`src/verilog/hsrc_defines.vh`:
```
// Constants for the haptic slot repeat-count sequencer block
// How it works
// - Field values 0-3 mean 1-4 plays
// - Slots 1,2 at bits 1-0,3-2 of slot_repeat_counts_low
// - Slots 3,4 at bits 5-4,7-6 of slot_repeat_counts_low
// - Slots 5,6 at bits 1-0,3-2 of slot_repeat_counts_high
// - Slots 7,8 at bits 5-4,7-6 of slot_repeat_counts_high
// - Finish all repeats before next slot
// - Repeat fields read/write, reset to zero
// - Play in order, stop at zero or eight
// - Wait flag means 10 ms per count
// - Main loop 0-6 extra passes, 7 endless
`ifndef HSRC_DEFINES_VH
`define HSRC_DEFINES_VH

// ----------------------------------------------------------------------
// Register indices (byte address is four times the index)
// ----------------------------------------------------------------------
`define HSRC_IDX_CTRL        6'h0C
`define HSRC_IDX_SLOT_FIRST  6'h0F
`define HSRC_IDX_SLOT_LAST   6'h16
`define HSRC_IDX_REPEAT_LOW  6'h17
`define HSRC_IDX_REPEAT_HIGH 6'h18
`define HSRC_IDX_MAIN_LOOP   6'h19
`define HSRC_IDX_STATUS      6'h1F

// ----------------------------------------------------------------------
// Fields and reset values
// ----------------------------------------------------------------------
`define HSRC_CTRL_GO_BIT     0
`define HSRC_SLOT_DELAY_BIT  7
`define HSRC_REPEAT_W        2
`define HSRC_LOOP_ENDLESS    3'h7
`define HSRC_RST_BYTE        8'h00
`define HSRC_RST_LOOP        3'h0

// ----------------------------------------------------------------------
// Timing
// ----------------------------------------------------------------------
`define HSRC_DELAY_UNIT_MS   10
`define HSRC_CLK_KHZ         200000

`endif

```
`src/verilog/hsrc_delay_timer.v`:
```
// Idle delay timer counting in 10 ms units
`timescale 1ns/1ps
`default_nettype none
`include "hsrc_defines.vh"

module hsrc_delay_timer
#(
  parameter UNIT_CYCLES = `HSRC_DELAY_UNIT_MS * `HSRC_CLK_KHZ
)
(
  // Clock and reset
  input  wire       pclk,
  input  wire       presetn,
  // Control
  input  wire       start,
  input  wire       abort,
  input  wire [6:0] units,
  output reg        done
);

  reg  [31:0] cyc_reg;
  reg  [6:0]  left_reg;
  reg         run_reg;

  wire unit_end = (cyc_reg == UNIT_CYCLES - 1);

  always @(posedge pclk or negedge presetn)
  begin
    if (!presetn)
    begin
      cyc_reg  <= 32'h0;
      left_reg <= 7'h00;
      run_reg  <= 1'b0;
      done     <= 1'b0;
    end
    else
    begin
      done <= 1'b0;
      if (abort)
      begin
        run_reg <= 1'b0;
        cyc_reg <= 32'h0;
      end
      else if (start)
      begin
        run_reg  <= 1'b1;
        cyc_reg  <= 32'h0;
        left_reg <= units;
      end
      else if (run_reg)
      begin
        if (unit_end)
        begin
          cyc_reg <= 32'h0;
          if (left_reg == 7'h01)
          begin
            run_reg <= 1'b0;
            done    <= 1'b1;
          end
          left_reg <= left_reg - 7'h01;
        end
        else
          cyc_reg <= cyc_reg + 32'h1;
      end
    end
  end

endmodule // hsrc_delay_timer
`default_nettype wire

```
`src/verilog/hsrc_top.v`:
```
// APB register bank and slot walker with per-slot repeat counts
//
// The APB register port was chosen for this implementation.
`timescale 1ns/1ps
`default_nettype none
`include "hsrc_defines.vh"

module hsrc_top
#(
  parameter UNIT_CYCLES = `HSRC_DELAY_UNIT_MS * `HSRC_CLK_KHZ
)
(
  // Clock and reset
  input  wire        pclk,
  input  wire        presetn,
  // APB slave
  input  wire        psel,
  input  wire        penable,
  input  wire        pwrite,
  input  wire [7:0]  paddr,
  input  wire [31:0] pwdata,
  output reg  [31:0] prdata,
  output reg         pready,
  output reg         pslverr,
  // Playback engine
  input  wire        effect_done,
  output reg         effect_start,
  output reg  [6:0]  effect_id,
  output reg         effect_abort,
  output reg         busy,
  // External stop trigger pin
  input  wire        stop_pin
);

  // --------------------------------------------------------------------
  // States
  // --------------------------------------------------------------------
  localparam [3:0] ST_IDLE  = 4'h1;
  localparam [3:0] ST_CHECK = 4'h2;
  localparam [3:0] ST_PLAY  = 4'h4;
  localparam [3:0] ST_DELAY = 4'h8;

  // --------------------------------------------------------------------
  // Storage
  // --------------------------------------------------------------------
  reg  [7:0]  slot_reg [0:7];
  reg  [7:0]  repeat_low_reg;
  reg  [7:0]  repeat_high_reg;
  reg  [2:0]  main_loop_reg;
  reg         go_reg;
  reg  [3:0]  state_reg;
  reg  [2:0]  slot_idx_reg;
  reg  [1:0]  rep_cnt_reg;
  reg  [2:0]  pass_cnt_reg;
  reg  [2:0]  stop_sync_reg;

  wire [5:0]  idx       = paddr[7:2];
  wire        apb_done  = psel & penable & pready;
  wire        wr_go     = apb_done & pwrite & (idx == `HSRC_IDX_CTRL);
  wire        trig_stop = stop_sync_reg[1] & ~stop_sync_reg[2];
  wire        timer_done;

  // --------------------------------------------------------------------
  // Slot walker decode
  // --------------------------------------------------------------------
  wire [15:0] repeat_all = {repeat_high_reg, repeat_low_reg};
  wire [1:0]  cur_repeat = repeat_all[{slot_idx_reg, 1'b0} +: `HSRC_REPEAT_W];
  wire [7:0]  cur_slot   = slot_reg[slot_idx_reg];
  wire        cur_zero   = (cur_slot[6:0] == 7'h00);
  wire        cur_delay  = cur_slot[`HSRC_SLOT_DELAY_BIT];
  wire        entry_end  = (state_reg == ST_PLAY & effect_done)
                         | (state_reg == ST_DELAY & timer_done);
  wire        more_reps  = (rep_cnt_reg != cur_repeat);
  wire        more_pass  = (main_loop_reg == `HSRC_LOOP_ENDLESS)
                         | (pass_cnt_reg != main_loop_reg);
  wire        stop_now   = busy & (~go_reg | trig_stop);
  wire        start_now  = (state_reg == ST_IDLE) & go_reg;
  wire        pass_end   = (state_reg == ST_CHECK & cur_zero)
                         | (entry_end & ~more_reps & slot_idx_reg == 3'h7);
  wire        finish     = pass_end & ~more_pass;
  wire        timer_go   = (state_reg == ST_CHECK) & ~cur_zero & cur_delay & ~stop_now;

  // --------------------------------------------------------------------
  // Register writes
  // --------------------------------------------------------------------
  genvar g;
  generate
    for (g = 0; g < 8; g = g + 1)
    begin : g_slot
      always @(posedge pclk or negedge presetn)
      begin
        if (!presetn)
          slot_reg[g] <= `HSRC_RST_BYTE;
        else if (apb_done & pwrite & (idx == `HSRC_IDX_SLOT_FIRST + g))
          slot_reg[g] <= pwdata[7:0];
      end
    end
  endgenerate

  always @(posedge pclk or negedge presetn)
  begin
    if (!presetn)
    begin
      repeat_low_reg  <= `HSRC_RST_BYTE;
      repeat_high_reg <= `HSRC_RST_BYTE;
      main_loop_reg   <= `HSRC_RST_LOOP;
      go_reg          <= 1'b0;
      stop_sync_reg   <= 3'h0;
    end
    else
    begin
      stop_sync_reg <= {stop_sync_reg[1:0], stop_pin};
      if (apb_done & pwrite & (idx == `HSRC_IDX_REPEAT_LOW))
        repeat_low_reg <= pwdata[7:0];
      if (apb_done & pwrite & (idx == `HSRC_IDX_REPEAT_HIGH))
        repeat_high_reg <= pwdata[7:0];
      if (apb_done & pwrite & (idx == `HSRC_IDX_MAIN_LOOP))
        main_loop_reg <= pwdata[2:0];
      // Software set beats a same-cycle hardware clear
      if (wr_go)
        go_reg <= pwdata[`HSRC_CTRL_GO_BIT];
      else if (finish | (busy & trig_stop))
        go_reg <= 1'b0;
    end
  end

  // --------------------------------------------------------------------
  // Slot walker
  // --------------------------------------------------------------------
  always @(posedge pclk or negedge presetn)
  begin
    if (!presetn)
    begin
      state_reg    <= ST_IDLE;
      slot_idx_reg <= 3'h0;
      rep_cnt_reg  <= 2'h0;
      pass_cnt_reg <= 3'h0;
      busy         <= 1'b0;
      effect_start <= 1'b0;
      effect_id    <= 7'h00;
      effect_abort <= 1'b0;
    end
    else
    begin
      effect_start <= 1'b0;
      effect_abort <= 1'b0;
      if (stop_now)
      begin
        state_reg    <= ST_IDLE;
        busy         <= 1'b0;
        rep_cnt_reg  <= 2'h0;
        effect_abort <= 1'b1;
      end
      else
      begin
        case (state_reg)
          ST_IDLE:
          begin
            if (start_now)
            begin
              state_reg    <= ST_CHECK;
              busy         <= 1'b1;
              slot_idx_reg <= 3'h0;
              rep_cnt_reg  <= 2'h0;
              pass_cnt_reg <= 3'h0;
            end
          end
          ST_CHECK:
          begin
            if (cur_zero)
              state_reg <= ST_CHECK; // pass end handled below
            else if (cur_delay)
              state_reg <= ST_DELAY;
            else
            begin
              state_reg    <= ST_PLAY;
              effect_start <= 1'b1;
              effect_id    <= cur_slot[6:0];
            end
          end
          ST_PLAY, ST_DELAY:
          begin
            if (entry_end & more_reps)
            begin
              rep_cnt_reg <= rep_cnt_reg + 2'h1;
              state_reg   <= ST_CHECK;
            end
            else if (entry_end & slot_idx_reg != 3'h7)
            begin
              slot_idx_reg <= slot_idx_reg + 3'h1;
              rep_cnt_reg  <= 2'h0;
              state_reg    <= ST_CHECK;
            end
          end
          default:
            state_reg <= ST_IDLE;
        endcase
        if (pass_end)
        begin
          rep_cnt_reg  <= 2'h0;
          slot_idx_reg <= 3'h0;
          if (more_pass)
          begin
            state_reg <= ST_CHECK;
            if (main_loop_reg != `HSRC_LOOP_ENDLESS)
              pass_cnt_reg <= pass_cnt_reg + 3'h1;
          end
          else
          begin
            state_reg <= ST_IDLE;
            busy      <= 1'b0;
          end
        end
      end
    end
  end

  hsrc_delay_timer #(
    .UNIT_CYCLES (UNIT_CYCLES)
  ) hsrc_delay_timer_inst (
    .pclk    (pclk),
    .presetn (presetn),
    .start   (timer_go),
    .abort   (stop_now),
    .units   (cur_slot[6:0]),
    .done    (timer_done)
  );

  // --------------------------------------------------------------------
  // APB read and handshake, one wait state
  // --------------------------------------------------------------------
  reg [31:0] rd_next;
  reg        err_next;

  always @*
  begin
    rd_next  = 32'h0;
    err_next = 1'b0;
    if (idx >= `HSRC_IDX_SLOT_FIRST && idx <= `HSRC_IDX_SLOT_LAST)
      rd_next = {24'h0, slot_reg[idx[2:0] - 3'h7]};
    else
    begin
      case (idx)
        `HSRC_IDX_CTRL:        rd_next = {31'h0, go_reg};
        `HSRC_IDX_REPEAT_LOW:  rd_next = {24'h0, repeat_low_reg};
        `HSRC_IDX_REPEAT_HIGH: rd_next = {24'h0, repeat_high_reg};
        `HSRC_IDX_MAIN_LOOP:   rd_next = {29'h0, main_loop_reg};
        `HSRC_IDX_STATUS:
          rd_next = {23'h0, pass_cnt_reg, rep_cnt_reg, slot_idx_reg, busy};
        default:               err_next = 1'b1;
      endcase
    end
  end

  always @(posedge pclk or negedge presetn)
  begin
    if (!presetn)
    begin
      pready  <= 1'b0;
      pslverr <= 1'b0;
      prdata  <= 32'h0;
    end
    else
    begin
      pready  <= psel & penable & ~pready;
      pslverr <= psel & penable & ~pready & err_next;
      if (psel & penable & ~pready & ~pwrite)
        prdata <= rd_next;
    end
  end

endmodule // hsrc_top
`default_nettype wire

```
`config.mk`:
```
export PLATFORM = sky130hd
export DESIGN_NAME = hsrc_top
export DESIGN_NICKNAME = d
export VERILOG_FILES = /design/src/verilog/hsrc_delay_timer.v /design/src/verilog/hsrc_top.v
export VERILOG_INCLUDE_DIRS = /design/src /design/src/verilog
export SDC_FILE = /design/constraint.sdc
export NUM_CORES = 1
export LEC_CHECK = 0
export BUFFER_PORTS_ARGS = -buffer_cell sky130_fd_sc_hd__buf_2
export CAP_MARGIN = 30
export CORE_ASPECT_RATIO = 1.2
export CORE_MARGIN = 2
export CORE_UTILIZATION = 50
export CTS_CLUSTER_SIZE = 25
export DETAILED_ROUTE_END_ITERATION = 10
export PLACE_DENSITY = 0.71
export SETUP_SLACK_MARGIN = 0.05
export SYNTH_ARGS = -nofsm -noshare
export SYNTH_HDL_FRONTEND = slang
export SYNTH_SLANG_ARGS = --single-unit
export TNS_END_PERCENT = 30
```
`constraint.sdc`:
```
create_clock -name pclk -period 4.3 [get_ports pclk]
set_input_delay 0.215 -clock pclk [delete_from_list [all_inputs] [get_ports pclk]]
set_output_delay 0.215 -clock pclk [all_outputs]
set_load 0.05 [all_outputs]
```
# ---- After elaboration in Yosys (flattened, before gate mapping)
# Index checks and enable logic that the tools add are counted.
dict set report totals {
  mem_count 0
  romBits 0
  register_bits 184
  latchBits 0
  mem_bits_rw 0
}
dict set report classes {
  magnitude_cmp 4
  reduce_logical 15
  n_shift 1
  mul 0
  n_addsub 6
  n_div 0
  muxes 64
  n_bitwise 49
  n_eq_ne 30
}
# op count
set ops {}
lappend ops {{two-way mux 32 bit} 4}
lappend ops {{equality test 6 x 5 -> 1 bit, second input constant} 11}
lappend ops {{binary-select mux 8 bit (select 3 bit)} 2}
lappend ops {{one-hot mux 9 bit (5 select lines)} 1}
lappend ops {{AND 1 bit} 33}
lappend ops {{adder 32 x 1 -> 32 bit, second input constant} 1}
lappend ops {{equality test 32 x 21 -> 1 bit, second input constant} 1}
lappend ops {{two-way mux 8 bit} 4}
lappend ops {{two-way mux 4 bit} 7}
lappend ops {{two-way mux 3 bit} 9}
lappend ops {{two-way mux 1 bit} 24}
lappend ops {{two-way mux 7 bit} 3}
lappend ops {{variable part select 16 x 5 -> 2 bit} 1}
lappend ops {{!= test 3 bit, second input constant} 5}
lappend ops {{equality test 6 x 4 -> 1 bit, second input constant} 2}
lappend ops {{two-way mux 2 bit} 6}
lappend ops {{one-hot mux 4 bit (3 select lines)} 1}
lappend ops {{two-way mux 9 bit} 1}
lappend ops {{NOT 1 bit} 9}
lappend ops {{greater-or-equal comparator 4 bit, second input constant} 2}
lappend ops {{NOT 3 -> 4 bit} 2}
lappend ops {{equality test 7 x 1 -> 1 bit, second input constant} 1}
lappend ops {{logical NOT 7 bit} 1}
lappend ops {{subtractor 7 x 1 -> 7 bit, second input constant} 1}
lappend ops {{other kinds (27)} 37}

# ---- Depth between registers and ports, before layout
# Gate-level depths: netlist of run 1.
dict set report logic_depth {
  ltp_word 11
  ltp_mapped 10
  ltp_nobuf 8
}

# ---- Cells and area by module
# Synthesis of run 1 repeated with hierarchy kept, for this count alone.
dict set report unflattened {
  cells_unflattened 786
  area_unflattened_um2 8923.6
}
# module seq_area_each_um2 cells_each area_per_inst_um2 n_inst
set by_module_without_submodules {}
lappend by_module_without_submodules {hsrc_top 3004.1 518 6561.3 1}
lappend by_module_without_submodules {hsrc_delay_timer 1026.0 268 2362.3 1}

# ---- Least setup slack after synthesis of run 1
# No wires, ideal clock.
dict set report synth_path {
  kind {input -> register}
  from {input port paddr[2]}
  to {register prdata[4]}
  cell_stages 10
  arrival_ns 3.066
  setup_slack_ns 1.116
  n_path_buf 4
  required_time_ns 4.182
  path_cell_list {clkbuf_1 -> buf_1 -> inv_1 -> ha_1 -> clkbuf_1 -> buf_1 -> mux4_2 -> mux2i_1 -> a211oi_1 -> a21o_1}
}
dict set report synth_between {
  elab_chain_cells 6
}
# element line
set synth_rtl {}
lappend synth_rtl {{start, declared} hsrc_top.v:20} ;# input wire [7:0] paddr,
lappend synth_rtl {{subtractor 3 bit} hsrc_top.v:240} ;# rd_next = {24'h0, slot_reg[idx[2:0] - 3'h7]};
lappend synth_rtl {{NOT 3 -> 4 bit (implied by the code)} hsrc_top.v:240}
lappend synth_rtl {{binary-select mux 8 bit (select 3 bit)} hsrc_top.v:240}
lappend synth_rtl {{two-way mux 8 bit (implied by the code) (2 in a row)} hsrc_top.v:240}
lappend synth_rtl {{two-way mux 9 bit (*)} hsrc_top.v:239} ;# if (idx >= `HSRC_IDX_SLOT_FIRST && idx <= `HSRC_IDX_SLOT_LAST)
lappend synth_rtl {{end signal, assigned} hsrc_top.v:268} ;# prdata <= rd_next;
lappend synth_rtl {{end, declared} hsrc_top.v:22} ;# output reg [31:0] prdata,
# Every way passes the cells marked *; elsewhere a longest branch is shown, timed or not. The select of a mux whose other input is x is not followed.
# A chain may end at the register's enable or synchronous reset.

# ---- Worst setup path in the final report of run 1
dict set report layout_path {
  from {register slot_idx_reg[0]}
  to {register hsrc_delay_timer_inst.cyc_reg[5]}
}
dict set report layout_between {
  elab_chain_cells 11
}
# element line
set layout_rtl {}
lappend layout_rtl {{start, declared} hsrc_top.v:52} ;# reg [2:0] slot_idx_reg;
lappend layout_rtl {{start signal, assigned} hsrc_top.v:190} ;# slot_idx_reg <= slot_idx_reg + 3'h1;
lappend layout_rtl {{NOT 3 -> 4 bit (implied by the code) (*)} hsrc_top.v:68} ;# wire [7:0] cur_slot = slot_reg[slot_idx_reg];
lappend layout_rtl {{binary-select mux 8 bit (select 3 bit) (*)} hsrc_top.v:68}
lappend layout_rtl {{two-way mux 8 bit (implied by the code) (*) (2 in a row)} hsrc_top.v:68}
lappend layout_rtl {{logical NOT 7 bit} hsrc_top.v:69} ;# wire cur_zero = (cur_slot[6:0] == 7'h00);
lappend layout_rtl {{NOT 1 bit (no source line)} n/a}
lappend layout_rtl {{AND 1 bit} hsrc_top.v:81} ;# wire timer_go = (state_reg == ST_CHECK) & ~cur_zero & cur_delay & ~stop_now;
lappend layout_rtl {{AND 1 bit (*) (2 in a row)} hsrc_top.v:81}
lappend layout_rtl {{two-way mux 32 bit} hsrc_delay_timer.v:44} ;# else if (start)
lappend layout_rtl {{two-way mux 32 bit} hsrc_delay_timer.v:39} ;# if (abort)
lappend layout_rtl {{end signal, assigned} hsrc_delay_timer.v:63} ;# cyc_reg <= cyc_reg + 32'h1;
lappend layout_rtl {{end, declared} hsrc_delay_timer.v:21} ;# reg [31:0] cyc_reg;
# Marks and branches as above.

==> results.md, run 1 <==
* CP Launch Type: register
* Total grt overflow at 0
* WHS Path Cells at 3
* Seq/Total Area, Yosys at between 40 and 50%
* CTS max path bufs at 2
* Worst path cell trace: buf_4 -> mux4_1 -> mux2_2 -> or3_1 -> o21ai_4 -> buf_4 -> nand3_1 -> a31oi_1
* Synth area leaders: dfrtp_1, mux2_2, mux4_2
* CTS Root Cell: clkbuf_16
* Most frequent CP cell: buf_4
* Cells after DPL at 1058
* Drt drc at 0
* Peak supply drop at 0.000312 V
* Total clock sinks at 161
* Dpl hpwl at 14800 um
* Top cell type by total area after synthesis: dfrtp_1
* Nets at ~900
* Vias in the first global route at 6728
* WL per Instance at between 15 and 20 um
* RePlAce Congestion at 0.860
* RSZ-0062 raised after global routing: no
* Vias post-DR at 6772
* Flops & latches, synth at 161
* Final core occ at 55.8%
* CP top delay family: multiplexers
* GR met3 Demand/Resource at 4.23%
* Die H at ~150 um
* Largest net degree at the start of global routing at 95
* Synth Cell Area at 0.00914 mm^2
* Initial antenna violation count at 0
* FP Rows at between 50 and 60
* R2r endpoint: hsrc_delay_timer_inst.cyc_reg[5]$_DFFE_PN0P_
* Crit path buf inv count at 2
* Ports at 91
* Mean Syn Cell Area at 11.1 um^2
* Area grow syn2layout at 10.1%
* Final period utilization at 79.9%
* Core ar. at 0.0180 mm^2
* Worst Hold Launch: penable
* Crit path time final at 3.44 ns
* Share of layout cells above drive strength 1 at 25.3%
* Met2 Use GR at about 40%
* Number of CTS-inserted buffers at 17
* Type of the tightest min-delay check: primary input to register
* DR iter-0 viols at between 500 and 600
* Setup bufs post-CTS at 0
* Max Fanout on Critical Path at 22
* Max Fclk at 291 MHz
* Reg-to-Reg Start: slot_idx_reg[0]$_DFFE_PN0P_
* Post-synth cell types at 62
* Pleak at between 4 and 5 nW
* Slew Limit Fails at 0
* Max FFs per register at 64
* Slowest stage delay, CP at around 0.61 ns
* CTS tree: done
* ANT cells at 0
* Worst Tran Pin Value at 1.04 ns
* Kind of critical path: register to register
* CP Data Arrival Time at 3.79 ns
* MaxCap Viol Count at 0
* Clock skew at 0.00784 ns
* Data required, critical path at around 4.7 ns
* Setup TNS at 0 ns
* Synthesized instance count at 826
* Max_slew headroom at 30.7%
* Status: completed
* Post-synth EDFFs at 0
* Final hold viol count at 0
* Number of I/O port buffers at 41
* Worst path slowest cell: mux4_1
* # setup viols final at 0
* Die area at slightly below 0.02 mm^2
* Die Wd at 127 um
* Drt first pass iters at 5
* Global routing's busiest layer: met2
* H-tree levels at 4
* Commonest cells after routing, fill and taps aside: dfrtp_1, mux2_2, nand2_1
* Final cell count without fillers at 1092
* Routed Antenna Nets at 0
* Initial core utilization at between 50% and 60%
* Post-cts resize count at 0
* Hold Crit Endpoint: pready$_DFF_PN0_
* YS warnings at 0
* PD cells at 356 mW/mm^2
* Dominant synthesized flop cell: dfrtp_1
* Vias/cell at 6.20
* Asr flop ratio synth at 100%
* R2R depth at 8
* GRT Overall Usage at a little under a quarter
* CP Capture Type: register
* Post-synth top area share at 43.8%
* Commonest non-fill, non-tap cell in the layout: dfrtp_1
* First-pass GRT wire length at 35300 um
* Detailed-route wire length at 21500 um
* Worst-path clk slew at 0.07 ns
* Hold_buf cts at 2
* Worst skew pair latency at between 0.4 and 0.5 ns
* Grt met1 use at 28.3%
* Reg2Reg Setup Slack at around 0.86 ns
==> logic make-up after synthesis <==
family | synth area share (%)
AO/OA/AOI/OAI | 10.5
XOR/XNOR | 1.34
adder cells (fa/ha/maj) | 1.37
buffers and inverters | 5.81
flip-flops | 44.1
multiplexers | 22.2
other | 0.0410
AND/OR/NAND/NOR | 14.6
==> report_power, final <==
part	internal (mW)	switching, mW
sequential	1.56	0.0633
clock	0.838	0.727
combinational	0.134	0.260
total	2.53	1.05
==> metrics by stage <==
step	power (mW)	setup slack (ns)	instance area [um^2]	hold slack [ns]
2_1_floorplan	1.94	1.12	9220	-0.0806
3_3_place_gp	2.03	0.941	9420	0.323
3_5_place_dp	2.04	0.867	9430	0.325
4_1_cts	3.60	0.839	10100	0.0114
5_1_grt	3.71	0.613	10100	0.0357
6_report	3.58	0.864	10100	0.0214
==> synthesized netlist by cell type, types with 24 or more instances <==
master,instances
o21ai_0,31
nor2_1,32
nand2_1,60
dfrtp_1,160
nand3_1,47
clkbuf_1,27
mux2i_1,24
mux2_2,83
mux4_2,31
a31oi_1,24
nand4_1,27
buf_4,25
==> worst max path at each step <==
stage	startpoint	end	slack [ns]	cells past startpoint
2_1_floorplan	paddr[2]	prdata[4]$_DFFE_PN0P_	1.12	10
3_3_place_gp	slot_idx_reg[0]$_DFFE_PN0P_	hsrc_delay_timer_inst.cyc_reg[8]$_DFFE_PN0P_	0.94	8
6_report	slot_idx_reg[0]$_DFFE_PN0P_	hsrc_delay_timer_inst.cyc_reg[5]$_DFFE_PN0P_	0.86	8
3_5_place_dp	slot_idx_reg[0]$_DFFE_PN0P_	hsrc_delay_timer_inst.cyc_reg[5]$_DFFE_PN0P_	0.87	8
5_1_grt	slot_idx_reg[0]$_DFFE_PN0P_	hsrc_delay_timer_inst.cyc_reg[5]$_DFFE_PN0P_	0.61	8
4_1_cts	slot_idx_reg[0]$_DFFE_PN0P_	hsrc_delay_timer_inst.cyc_reg[5]$_DFFE_PN0P_	0.84	8
==> per-layer routing <==
| layer | wire (um) | part of all wire (%) | up-vias |
|---|---|---|---|
| met5 | 0 | 0 | - |
| met4 | 767 | 3.6 | 0 |
| met3 | 815 | 3.8 | 39 |
| met2 | 11200 | 52 | 187 |
| met1 | 8750 | 41 | 3426 |
| li1 | - | - | 3120 |
==> worst register-to-register path, delay by kind of cell, from the launching register on <==
kind                   cells  cell delay, ns
buffers and inverters      2            0.71
AOI/OAI and AO/OA          2            0.73
and+or+nand+nor            2            0.60
DFF                        1            0.33
muxes                      2            0.97
==> area by class of cell <==
class                           count  area (um^2)
Fill cell                        1525         7980
Multi-Input combinational cell    588         4670
Sequential cell                   161         4030
Clock buffer                       17          425
Timing Repair Buffer               64          387
Tap cell                          224          280
Clock inverter                     15          189
Inverter                           23         86.3
No activity file was read; power rests on OpenSTA's default activity.
==> run 2, diff against run 1 <==
Settings changed: ABC_AREA set to 1, PLACE_DENSITY 0.71 to 0.74.
Clock period 4.3 ns to 2.8 ns, I/O delays scaled along.
==> run 2 against run 1 <==
Routed wire length rose by 18%. Utilization grew 0.36 points. Cell area grew 4.4%. Largest cell class unchanged. Highest routed layer unchanged.
==> results.md, run 2 <==
* Seq/Total Area, Yosys at 42.5% (-1.6 points)
* Total grt overflow at 0 (unchanged)
* PD cells at 552 mW/mm^2 (+55%)
* Vias in the first global route at 8018 (+19%)
* Dpl hpwl at 17500 um (+18%)
* Dominant synthesized flop cell: dfrtp_1
* Post-synth top cells: nand2_1, dfrtp_1, inv_1
* Worst-path clk slew at 0.07 ns (about the same)
* YS warnings at 0 (unchanged)
* CTS Root Cell: clkbuf_16
* First-pass GRT wire length at 40700 um (+15%)
* Vias post-DR at 8567 (+27%)
* Pint at 4.08 mW (+61%)
* Area of the multi-input gates at 0.00444 mm^2 (-4.9%)
* Detailed-route wire length at 25300 um (+18%)
* Asr flop ratio synth at 100% (unchanged)
* Sw frac at 29.7% (+0.33 points)
* CP Data Arrival Time at 2.87 ns (-0.92 ns)
* Flops & latches, synth at 161 (unchanged)
* H-tree levels at 4 (unchanged)
* FP Rows at 55 (+1.9%)
* Design Area, Final at 0.0105 mm^2 (+4.4%)
* Most common cell in the netlist: nand2_1
* Reg2Reg Setup Slack at 0.23 ns (-0.63 ns)
* Max Fclk at 389 MHz (+34%)
* Number of I/O port buffers at 41 (unchanged)
* Pleak at 4.83 nW (+3.0%)
* Routed Antenna Nets at 0 (unchanged)
* Die H at 155 um (+1.8%)
* Share of layout cells above drive strength 1 at 10.6% (-15 points)
* CTS tree: done
* Drt first pass iters at 8 (+3)
* Slew Limit Fails at 0 (unchanged)
* Clock skew at 0.0123 ns (+0.00446 ns)
* Ports at 91 (unchanged)
* GRT Overall Usage at 25.9% (+2.7 points)
* Area grow syn2layout at 10.9%
* Final hold slack at 0.112 ns (+0.0908 ns)
* DP Area at 0.00980 mm^2 (+4.0%)
* Worst skew pair latency at 0.43 ns (about the same)
* Synth area leaders: dfrtp_1, nand2_1, o21ai_0
* CTS max path bufs at 2 (unchanged)
* Reg area at 0.00403 mm^2 (about the same)
* Setup bufs post-CTS at 0 (unchanged)
* Initial antenna violation count at 0 (unchanged)
* CP Capture Type: register
* DP Worst Slack at 0.287 ns (-0.580 ns)
* Commonest cells after routing, fill and taps aside: nand2_1, dfrtp_1, inv_1
* Setup TNS at 0 ns (unchanged)
* Gate power share at 14.4% (+3.4 points)
* Status: completed
* Nets at 1363 (+49%)
* Drt drc at 0 (unchanged)
* RSZ-0062 raised after global routing: no
* Clock share of power at 42.7% (-1.0 points)
* Commonest non-fill, non-tap cell in the layout: nand2_1
* # fillers at 1790 (+17%)
* Worst Tran Pin Value at 0.768 ns (-0.270 ns)
* Die area at 0.0201 mm^2 (+3.6%)
* Data required, critical path at 3.10 ns (-1.56 ns)
* Cells after DPL at 1537 (+45%)
* Synthesized instance count at 1268 (+54%)
* Final hold viol count at 0 (unchanged)
* Max FFs per register at 64 (unchanged)
* Vias/cell at 5.44 (-12%)
* Psw at 1.72 mW (+64%)
* Die Wd at 130 um (+1.8%)
* DR iter-0 viols at 748 (+28%)
* Tot Pwr at 5.80 mW (+62%)
* Max_slew headroom at 48.6% (+18 points)
* ANT cells at 0 (unchanged)
* Sequential Power Share at 42.9% (-2.4 points)
* Synth Cell Area at 0.00948 mm^2 (+3.7%)
* RePlAce Congestion at 0.916 (+6.5%)
* # setup viols final at 0 (unchanged)
* Post-synth cell types at 47 (-24%)
* Top cell type by total area after synthesis: dfrtp_1
* Max Fanout on Critical Path at 32 (+45%)
* Core ar. at 0.0187 mm^2 (+3.8%)
* Peak supply drop at 0.000452 V (+45%)
* Final period utilization at 91.7% (+12 points)
* CP Launch Type: register
* Final core occ at 56.1% (+0.36 points)
* Type of the tightest min-delay check: primary input to register
* Kind of critical path: register to register
* WL per Instance at 16.1 um (-18%)
* Crit path time final at 2.57 ns (-0.868 ns)
* Total clock sinks at 161 (unchanged)
* Initial core utilization at 50.6% (about the same)
* Worst setup margin at 0.232 ns (-0.632 ns)
* Post-synth EDFFs at 0 (unchanged)
* Post-synth top area share at 42.3% (-1.6 points)
* Number of CTS-inserted buffers at 17 (unchanged)
* Largest net degree at the start of global routing at 75 (-21%)
* Mean Syn Cell Area at 7.47 um^2 (-32%)
* Final cell count without fillers at 1575 (+44%)
* MaxCap Viol Count at 0 (unchanged)
## run 2: power by group through the flow
stage               combinational [mW]  sequential, mW  clock, mW
finish                           0.832            2.49       2.48
global route                     0.916            2.50       2.61
detailed placement               0.821            2.53          0
floorplan                        0.525            2.60          0
global placement                 0.804            2.53          0
CTS                              0.830            2.49       2.50
## run 2: per-layer routing
layer / track usage (%) / up-vias / wire (um)
met5: 0 / - / 0
met4: 10.1 / 0 / 741
met3: 4.22 / 62 / 1430
met2: 43.9 / 330 / 12800
met1: 32.8 / 3999 / 10300
li1: - / 4176 / -
## run 2: repair_timing
action                     CTS  global route
hold buffers                 5             0
hold endpoints to repair    73             0
resized for setup            0             4
setup endpoints to repair    0            21
## run 2: cell families after synthesis
group / synth area share (%)
and+or+nand+nor: 24.8
AOI/OAI and AO/OA: 15.6
buffers and inverters: 11.6
DFF: 42.5
xor gates and xnor gates: 3.14
adders and majority gates: 1.32
muxes: 0.951
other: 0.0396
## run 2: worst max-delay path, stage by stage, from the launching register on
cell and delay (ns):
dfrtp_2 0.45, buf_12 0.18, inv_8 0.18, nand2_1 0.07, nand2_1 0.06, nand2_1 0.04
o21ai_1 0.08, nand2_1 0.07, nand2_1 0.18, nor2_1 0.10, nand2_2 0.09, nand3_2 0.09
nand2_1 0.36, buf_4 0.33, o22ai_1 0.12
## run 2: layout make-up
cell class              instances  area share (%)
clock buffers                  17            4.05
repair buffers                 71            4.75
flip-flops and latches        161            38.4
well taps                     256            3.05
inverters                     159            5.75
multi-input cells             896            42.2
clock inverters                15            1.83
## run 2: worst paths after layout
kind	start	endpoint	cells after the start
max in group asynchronous	presetn	repeat_low_reg[2]$_DFFE_PN0P_	3
worst max-delay path	slot_idx_reg[0]$_DFFE_PN0P_	hsrc_delay_timer_inst.cyc_reg[20]$_DFFE_PN0P_	14
min in group asynchronous	presetn	hsrc_delay_timer_inst.cyc_reg[4]$_DFFE_PN0P_	2
worst min-delay path	pwdata[7]	slot_reg[15]$_DFFE_PN0P_	3
worst max register to register	slot_idx_reg[0]$_DFFE_PN0P_	hsrc_delay_timer_inst.cyc_reg[20]$_DFFE_PN0P_	14
worst min register to register	stop_sync_reg[0]$_DFF_PN0_	stop_sync_reg[1]$_DFF_PN0_	0
